File: config.mk
export PLATFORM = sky130hd
export DESIGN_NAME = bsp_port
export DESIGN_NICKNAME = d
export VERILOG_FILES = /design/src/hdl/bsp_pkg.sv /design/src/hdl/bsp_sync.sv /design/src/hdl/bsp_pad.sv /design/src/hdl/bsp_port.sv
export SDC_FILE = /design/constraint.sdc
export NUM_CORES = 1
export LEC_CHECK = 0
export BUFFER_PORTS_ARGS = -buffer_cell sky130_fd_sc_hd__buf_4
export CAP_MARGIN = 20
export CORE_MARGIN = 1.5
export CORE_UTILIZATION = 48
export CTS_CLUSTER_SIZE = 25
export DETAILED_ROUTE_END_ITERATION = 7
export PLACE_DENSITY = 0.81
export SLEW_MARGIN = 5
export SYNTH_ARGS = -nofsm -noshare
export SYNTH_HDL_FRONTEND = slang
export SYNTH_SLANG_ARGS = --single-unit
File: constraint.sdc
create_clock -name clk_i -period 2.3 [get_ports clk_i]
set_input_delay 0.23 -clock clk_i [delete_from_list [all_inputs] [get_ports clk_i]]
set_output_delay 0.23 -clock clk_i [all_outputs]
set_load 0.01 [all_outputs]
File: src/hdl/bsp_pkg.sv
// Purpose: Shared constants for the eight-pin bidirectional port with segment takeover.
// Assumes: Classic Wishbone with 32-bit data, one register per aligned word.
// Notes: Offsets are byte addresses; all registers are eight bits wide in the low lane.
package bsp_pkg;
  localparam int unsigned BSP_AW = 5;
  localparam logic [4:0] BSP_OFF_PIN_LEVEL = 5'h00;
  localparam logic [4:0] BSP_OFF_OUT_LATCH = 5'h04;
  localparam logic [4:0] BSP_OFF_DIRECTION = 5'h08;
  localparam logic [4:0] BSP_OFF_SEG_EN = 5'h0c;
  localparam logic [4:0] BSP_OFF_PAD_CFG = 5'h10;
  localparam logic [7:0] BSP_RST_LATCH = 8'h00;
  localparam logic [7:0] BSP_RST_DIR = 8'hff;
  localparam logic [7:0] BSP_RST_SEG_EN = 8'h00;
  localparam logic [7:0] BSP_RST_PAD_CFG = 8'h00;
  localparam int unsigned BSP_PULLUP_BIT = 5;
  localparam logic [7:0] BSP_PAD_CFG_MASK = 8'he6;
  localparam logic [1:0] BSP_SYNC_RST = 2'h0;
  typedef enum logic [1:0] {
    BSP_BUS_IDLE = 2'b00,
    BSP_BUS_ACK = 2'b01
  } bsp_bus_state_t;
endpackage

File: src/hdl/bsp_sync.sv
// Purpose: Two-flop synchroniser for one pin level.
// Assumes: Single clock, synchronous active-high reset.
// Notes: The first flop feeds only the second.
`timescale 1ns/1ps
`default_nettype none
module bsp_sync
  import bsp_pkg::*;
(
  input wire logic clk_i,
  input wire logic rst_i,
  input wire logic d_i,
  output logic q_o
);
  logic [1:0] stage_r;

  // Shift the level through two flops to settle metastability.
  always_ff @(posedge clk_i)
  begin
    if (rst_i)
    begin
      stage_r <= BSP_SYNC_RST;
    end
    else
    begin
      stage_r <= {stage_r[0], d_i};
    end
  end

  assign q_o = stage_r[1];
endmodule
`default_nettype wire

File: src/hdl/bsp_pad.sv
// Purpose: Per-pin driver selection between segment drive, output latch and input.
// Assumes: Pin 0 never has a segment function.
// Notes: Pull-up request is gated off whenever the pin drives.
`timescale 1ns/1ps
`default_nettype none
module bsp_pad
  import bsp_pkg::*;
#(
  parameter bit HAS_SEGMENT = 1'b1
)
(
  input wire logic dir_in_i,
  input wire logic latch_i,
  input wire logic seg_en_i,
  input wire logic seg_drive_i,
  input wire logic pullup_enable_i,
  output logic pad_o,
  output logic pad_oe_o,
  output logic pullup_o,
  output logic digital_ok_o
);
  logic seg_active;

  // Segment drive, when enabled, beats every other function of the pin.
  assign seg_active = HAS_SEGMENT && seg_en_i;
  assign digital_ok_o = !seg_active;
  assign pad_oe_o = seg_active || !dir_in_i;
  assign pad_o = seg_active ? seg_drive_i : latch_i;
  // A driving pin never keeps its weak pull-up; neither does a segment pin.
  assign pullup_o = pullup_enable_i && dir_in_i && !seg_active;
endmodule
`default_nettype wire

File: src/hdl/bsp_port.sv
// Purpose: Eight-pin bidirectional port with direction, latch, segment takeover and pull-ups.
// Assumes: Classic Wishbone slave, 20 MHz clk_i, synchronous active-high rst_i.
// Notes: Pin inputs are synchronised before software sees them.
// Functional notes
// - Eight pins, each direction set independently.
// - Direction and latch registers, bit n is pin n.
// - Direction 0 drives latch; 1 reads pin.
// - Reset makes every pin an input.
// - Pin-value write loads latch too.
// - Pins 1-7 digital only when segment disabled.
// - Enabled segment overrides pin; fixed segment map.
// - Shared pull-up bit 5 gates all pull-ups.
// - Output direction forces pull-up off.
// - Reset clears the pull-up control.
// - Small variant: pull-up bit reads zero.
//
// Implementation choices: the Wishbone slave port and the address map.
`timescale 1ns/1ps
`default_nettype none
module bsp_port
  import bsp_pkg::*;
#(
  parameter int unsigned WIDTH = 8,
  parameter bit FULL_PACKAGE = 1'b1
)
(
  input wire logic clk_i,
  input wire logic rst_i,
  input wire logic cyc_i,
  input wire logic stb_i,
  input wire logic we_i,
  input wire logic [BSP_AW-1:0] adr_i,
  input wire logic [3:0] sel_i,
  input wire logic [31:0] dat_i,
  output logic [31:0] dat_o,
  output logic ack_o,
  output logic err_o,
  input wire logic [7:0] segment_drive_i,
  input wire logic [7:0] pin_i,
  output logic [7:0] pin_o,
  output logic [7:0] pin_oe_o,
  output logic [7:0] pullup_o,
  output logic [7:0] digital_ok_o
);
  initial
  begin
    if (WIDTH != 8)
    begin
      $error("bsp_port supports only an eight-pin port");
    end
  end

  bsp_bus_state_t bus_state_r;
  logic [7:0] output_latch_r;
  logic [7:0] direction_r;
  logic [7:0] seg_enable_r;
  logic [7:0] pad_cfg_r;
  logic [7:0] pin_sync;
  logic [7:0] pin_level;
  logic [7:0] seg_route;
  logic [31:0] dat_nxt;
  logic req;
  logic hit;
  logic wr;
  logic pullup_enable;

  // Decode one address into a hit flag; used for reads and for writes.
  function automatic logic bsp_mapped(input logic [BSP_AW-1:0] a);
    if (a == BSP_OFF_PIN_LEVEL)
      return 1'b1;
    else if (a == BSP_OFF_OUT_LATCH)
      return 1'b1;
    else if (a == BSP_OFF_DIRECTION)
      return 1'b1;
    else if (a == BSP_OFF_SEG_EN)
      return 1'b1;
    else if (a == BSP_OFF_PAD_CFG)
      return 1'b1;
    else
      return 1'b0;
  endfunction

  // A request is taken only while idle so that ack is a single-cycle pulse.
  assign req = cyc_i && stb_i && (bus_state_r == BSP_BUS_IDLE);
  assign hit = bsp_mapped(adr_i);
  // Writes land in the request cycle, one cycle before the master samples ack.
  assign wr = req && hit && we_i && sel_i[0];

  // Bus handshake: answer one cycle after the request, then drop for one cycle.
  always_ff @(posedge clk_i)
  begin
    if (rst_i)
    begin
      bus_state_r <= BSP_BUS_IDLE;
      ack_o <= 1'b0;
      err_o <= 1'b0;
    end
    else
    begin
      case (bus_state_r)
        BSP_BUS_IDLE:
        begin
          if (cyc_i && stb_i)
          begin
            bus_state_r <= BSP_BUS_ACK;
            ack_o <= hit;
            err_o <= !hit;
          end
          else
          begin
            ack_o <= 1'b0;
            err_o <= 1'b0;
          end
        end
        default:
        begin
          bus_state_r <= BSP_BUS_IDLE;
          ack_o <= 1'b0;
          err_o <= 1'b0;
        end
      endcase
    end
  end

  // Output latch: written through either the latch or the pin-value address.
  always_ff @(posedge clk_i)
  begin
    if (rst_i)
    begin
      output_latch_r <= BSP_RST_LATCH;
    end
    else if (wr && (adr_i == BSP_OFF_OUT_LATCH || adr_i == BSP_OFF_PIN_LEVEL))
    begin
      output_latch_r <= dat_i[7:0];
    end
  end

  // Direction register; every bit is its own pin, so no bit couples to another.
  always_ff @(posedge clk_i)
  begin
    if (rst_i)
    begin
      direction_r <= BSP_RST_DIR;
    end
    else if (wr && adr_i == BSP_OFF_DIRECTION)
    begin
      direction_r <= dat_i[7:0];
    end
  end

  // Segment enables; bit 0 is stored but pin 0 has no segment to give it.
  always_ff @(posedge clk_i)
  begin
    if (rst_i)
    begin
      seg_enable_r <= BSP_RST_SEG_EN;
    end
    else if (wr && adr_i == BSP_OFF_SEG_EN)
    begin
      seg_enable_r <= dat_i[7:0];
    end
  end

  // Pad configuration; only the documented bits are kept, the rest read zero.
  always_ff @(posedge clk_i)
  begin
    if (rst_i)
    begin
      pad_cfg_r <= BSP_RST_PAD_CFG;
    end
    else if (wr && adr_i == BSP_OFF_PAD_CFG)
    begin
      pad_cfg_r <= dat_i[7:0] & BSP_PAD_CFG_MASK;
    end
  end

  // The small package has no pull-up control, so the bit is tied off.
  assign pullup_enable = FULL_PACKAGE && pad_cfg_r[BSP_PULLUP_BIT];

  // Synchronise each input level before software can read it.
  genvar g;
  generate
    for (g = 0; g < 8; g++)
    begin : g_sync
      bsp_sync u_sync (
        .clk_i(clk_i),
        .rst_i(rst_i),
        .d_i(pin_i[g]),
        .q_o(pin_sync[g])
      );
    end
  endgenerate

  // Input pins report their level; driven pins read back the latch.
  assign pin_level = (pin_sync & direction_r) | (output_latch_r & ~direction_r);

  // Segment map: enable bit k is segment 32+k; pins take 33,34,35,39,38,37,36.
  assign seg_route[0] = 1'b0;
  assign seg_route[1] = segment_drive_i[1];
  assign seg_route[2] = segment_drive_i[2];
  assign seg_route[3] = segment_drive_i[3];
  assign seg_route[4] = segment_drive_i[7];
  assign seg_route[5] = segment_drive_i[6];
  assign seg_route[6] = segment_drive_i[5];
  assign seg_route[7] = segment_drive_i[4];

  logic [7:0] seg_en_route;
  assign seg_en_route = {seg_enable_r[4], seg_enable_r[5], seg_enable_r[6], seg_enable_r[7],
                         seg_enable_r[3], seg_enable_r[2], seg_enable_r[1], 1'b0};

  // One pad cell per pin; pin 0 is built without segment capability.
  generate
    for (g = 0; g < 8; g++)
    begin : g_pad
      bsp_pad #(
        .HAS_SEGMENT(g != 0)
      ) u_pad (
        .dir_in_i(direction_r[g]),
        .latch_i(output_latch_r[g]),
        .seg_en_i(seg_en_route[g]),
        .seg_drive_i(seg_route[g]),
        .pullup_enable_i(pullup_enable),
        .pad_o(pin_o[g]),
        .pad_oe_o(pin_oe_o[g]),
        .pullup_o(pullup_o[g]),
        .digital_ok_o(digital_ok_o[g])
      );
    end
  endgenerate

  // Read mux; unmapped addresses read zero and get err instead of ack.
  always_comb
  begin
    dat_nxt = 32'h0000_0000;
    if (adr_i == BSP_OFF_PIN_LEVEL)
      dat_nxt[7:0] = pin_level;
    else if (adr_i == BSP_OFF_OUT_LATCH)
      dat_nxt[7:0] = output_latch_r;
    else if (adr_i == BSP_OFF_DIRECTION)
      dat_nxt[7:0] = direction_r;
    else if (adr_i == BSP_OFF_SEG_EN)
      dat_nxt[7:0] = seg_enable_r;
    else if (adr_i == BSP_OFF_PAD_CFG)
    begin
      dat_nxt[7:0] = pad_cfg_r;
      dat_nxt[BSP_PULLUP_BIT] = pullup_enable;
    end
  end

  // Read data is registered together with ack.
  always_ff @(posedge clk_i)
  begin
    if (rst_i)
    begin
      dat_o <= 32'h0000_0000;
    end
    else if (req && !we_i)
    begin
      dat_o <= dat_nxt;
    end
  end
endmodule
`default_nettype wire

==> impl_metrics.json <==
{
  "status": "complete, no violations",
  "pwr-share-comb_pct": 10.9,
  "final_common_cell": "buf_4",
  "yosysSeqAreaShare_pct": 37.7,
  "core.rowCount": 28,
  "rsz0062_at_grt": "no",
  "finClkSkew_ns": 0.00591,
  "slew_violations": 0,
  "crit_buf_inv": 0,
  "max-slew-margin-rel_pct": 60.1,
  "critical_path_class": "reg2reg",
  "required_ns": 2.49,
  "clk_pin_slew_worst_paths_ns": 0.09,
  "setup_slack_ns": 0.553,
  "avgViaCountPerCell": 5.17,
  "async_flop_share_pct": 0,
  "gp_congestion": 0.796,
  "crit_path_max_incr_delay_ns": 0.64,
  "cts_tree": "done",
  "multi_input_area_mm2": 0.00141,
  "irDropWorstVdd_v": 0.000321,
  "synthAdderAreaFrac_pct": 0,
  "clkLatencyLatePin_ns": 0.31,
  "hold_viol": 0,
  "grt_max_degree": 51,
  "die_y_um": 81.7,
  "numCtsBuffers": 5,
  "layout_common_cells": "buf_4 (81), dfxtp_1 (56), nor2_1 (41), conb_1 (25), mux2i_1 (23)",
  "design.core.area_mm2": 0.00596,
  "drc": 0,
  "drt_iter0_drc": 214,
  "final_area_mm2": 0.00337,
  "synth-xor-area-share_pct": 0,
  "setup_viol": 0,
  "worstSetupEndpointType": "register",
  "area_delta_synth_final_pct": 13.5,
  "crit_arrival_ns": 1.93,
  "drtPass1Iterations": 4,
  "path_cells": "nand3b_2 > nor4_4 > mux2i_1 > nor2_1",
  "cts_resized": 0,
  "ctsHoldBuffers": 0,
  "drive_gt1_share_pct": 28.8,
  "synth_compound_area_share_pct": 11.1,
  "tightest_slew_ns": 0.593,
  "grt_usage_pct": 19.6,
  "die_area_mm2": 0.00667,
  "place_area_mm2": 0.00328,
  "ys_top_cells_by_area": "dfxtp_1 (38%), buf_4 (15%), mux2i_1 (7.7%)",
  "synth-edff-count": 0,
  "hpwl_um": 4630,
  "power.switching_w": 0.000411,
  "yosysTopAreaCellShare_pct": 37.7,
  "wl_per_cell_um": 13.8,
  "leakagePower_nw": 1.50,
  "routed_wl_um": 6290,
  "p_seq_share_pct": 57.0,
  "period_share_pct": 75.9,
  "ff_latch_area_mm2": 0.00112,
  "switching_share_pct": 23.5,
  "cts_sinks": 56,
  "vias": 2345,
  "grt_pass1_wl_um": 9830,
  "powerDensity_mw_per_mm2": 518,
  "antenna_cells": 0,
  "synth_area_mm2": 0.00297,
  "cts_setup_buffers": 0,
  "antenna_found_initial": 0,
  "synth_flop_cell": "dfxtp_1",
  "min_period_ns": 1.75,
  "worstPathMaxFanout": 8,
  "synth_top_family_by_area": "simple AND/OR/NAND/NOR gates",
  "cts_buffer_depth": 2,
  "portBuffers": 74,
  "syn_avg_cell_area_um2": 8.79,
  "fill_cells": 550,
  "start_util_pct": 49.9,
  "globalRoute.totalOverflow": 0,
  "synthMuxAreaShare_pct": 11.5,
  "fmax_mhz": 572,
  "ys_seq_elements": 56,
  "tns_ns": 0,
  "synth-simple-area-share_pct": 21.6,
  "critPathSlowestCell": "nor4_4",
  "num_io_pins": 128,
  "fin_nets": 441,
  "ys_warn_count": 0,
  "root_buffer": "clkbuf_8",
  "cts-htree-levels": 2,
  "die_w_um": 81.7,
  "synthCells": 338,
  "min_path_type": "in2reg",
  "startpoint_type": "register",
  "yosysUniqueCellTypes": 41,
  "internal-power_w": 0.00134,
  "drv_cap": 0,
  "grt_pass1_vias": 2043,
  "synth_top_cell_by_area": "dfxtp_1",
  "final_util_pct": 56.6,
  "clkPwrFrac_pct": 32.2,
  "crit_family": "simple AND/OR/NAND/NOR gates",
  "pre_cts_ws_ns": 0.470,
  "ant_nets": 0
}
## per-layer routing
metal  vias to the layer above  global-route usage (%)  wire length, um
li1                       1163                       -                -
met1                      1095                    24.3             2710
met2                        77                    33.0             3100
met3                        10                    5.00              364
met4                         0                    6.95              114
met5                         -                       0                0
## cells in the mapped netlist (3+ instances only)
cell type / n
buf_4: 58
dfxtp_1: 56
nor2_1: 41
mux2i_1: 23
a21oi_1: 18
nor2b_1: 17
inv_1: 12
nor3_1: 11
and3_1: 10
clkbuf_1: 10
mux2_2: 10
nand2_1: 10
o21ai_0: 7
a22oi_1: 5
o22ai_1: 5
nand3_1: 4
a211oi_1: 3
nand2b_1: 3
nor3b_1: 3
nor4_4: 3
## power groups by stage
| stage | combinational [W] | sequential, W | clock [W] |
|---|---|---|---|
| floorplan | 0.000143 | 0.00102 | 0 |
| finish | 0.000190 | 0.000995 | 0.000561 |
| global route | 0.000211 | 0.000997 | 0.000618 |
| global placement | 0.000185 | 0.00102 | 0 |
| detailed placement | 0.000189 | 0.00102 | 0 |
| CTS | 0.000190 | 0.000995 | 0.000576 |
## flip-flops by register name, summed over array words and instances (netlist names)
name and cells:
dat_o 8, err_o 1, direction_r 8, bus_state_r 1, pad_cfg_r 5, seg_enable_r 8, ack_o 1, g_sync.u_sync.stage_r 16
output_latch_r 8
## logic make-up (layout without fill, tap and decap cells)
| group | Yosys count | after routing |
|---|---|---|
| mux | 33 | 33 |
| other cells | 2 | 25 |
| compound gates | 51 | 51 |
| buf+inv | 82 | 100 |
| simple gates | 114 | 114 |
| flops | 56 | 56 |
## per-stage QoR
stage / total power [W] / std cells / hold slack, ns
3_3_place_gp: 0.00120 / 447 / 0.424
2_1_floorplan: 0.00116 / 361 / 0.358
5_1_grt: 0.00183 / 454 / 0.123
4_1_cts: 0.00176 / 454 / 0.123
6_report: 0.00175 / 454 / 0.124
3_5_place_dp: 0.00121 / 447 / 0.422
## area by class of cell
cell class / instances / share of cell area (%)
clock buffers: 7 / 2.86
flip-flops and latches: 56 / 33.2
well taps: 75 / 2.78
multi-input cells: 223 / 41.8
repair buffers: 81 / 18.0
inverters: 12 / 1.34
## path summary, 6_finish.rpt
| path | start | to | slack (ns) | depth (start not counted) |
|---|---|---|---|---|
| min reg2reg | g_sync[2].u_sync.stage_r[0] | g_sync[2].u_sync.stage_r[1] | 0.44 | 1 |
| max | bus_state_r[0] | pad_cfg_r[1] | 0.55 | 4 |
| min | pin_i[3] | g_sync[3].u_sync.stage_r[0] | 0.12 | 2 |
| max reg2reg | bus_state_r[0] | pad_cfg_r[1] | 0.55 | 4 |
No activity file was read; power rests on OpenSTA's default activity.
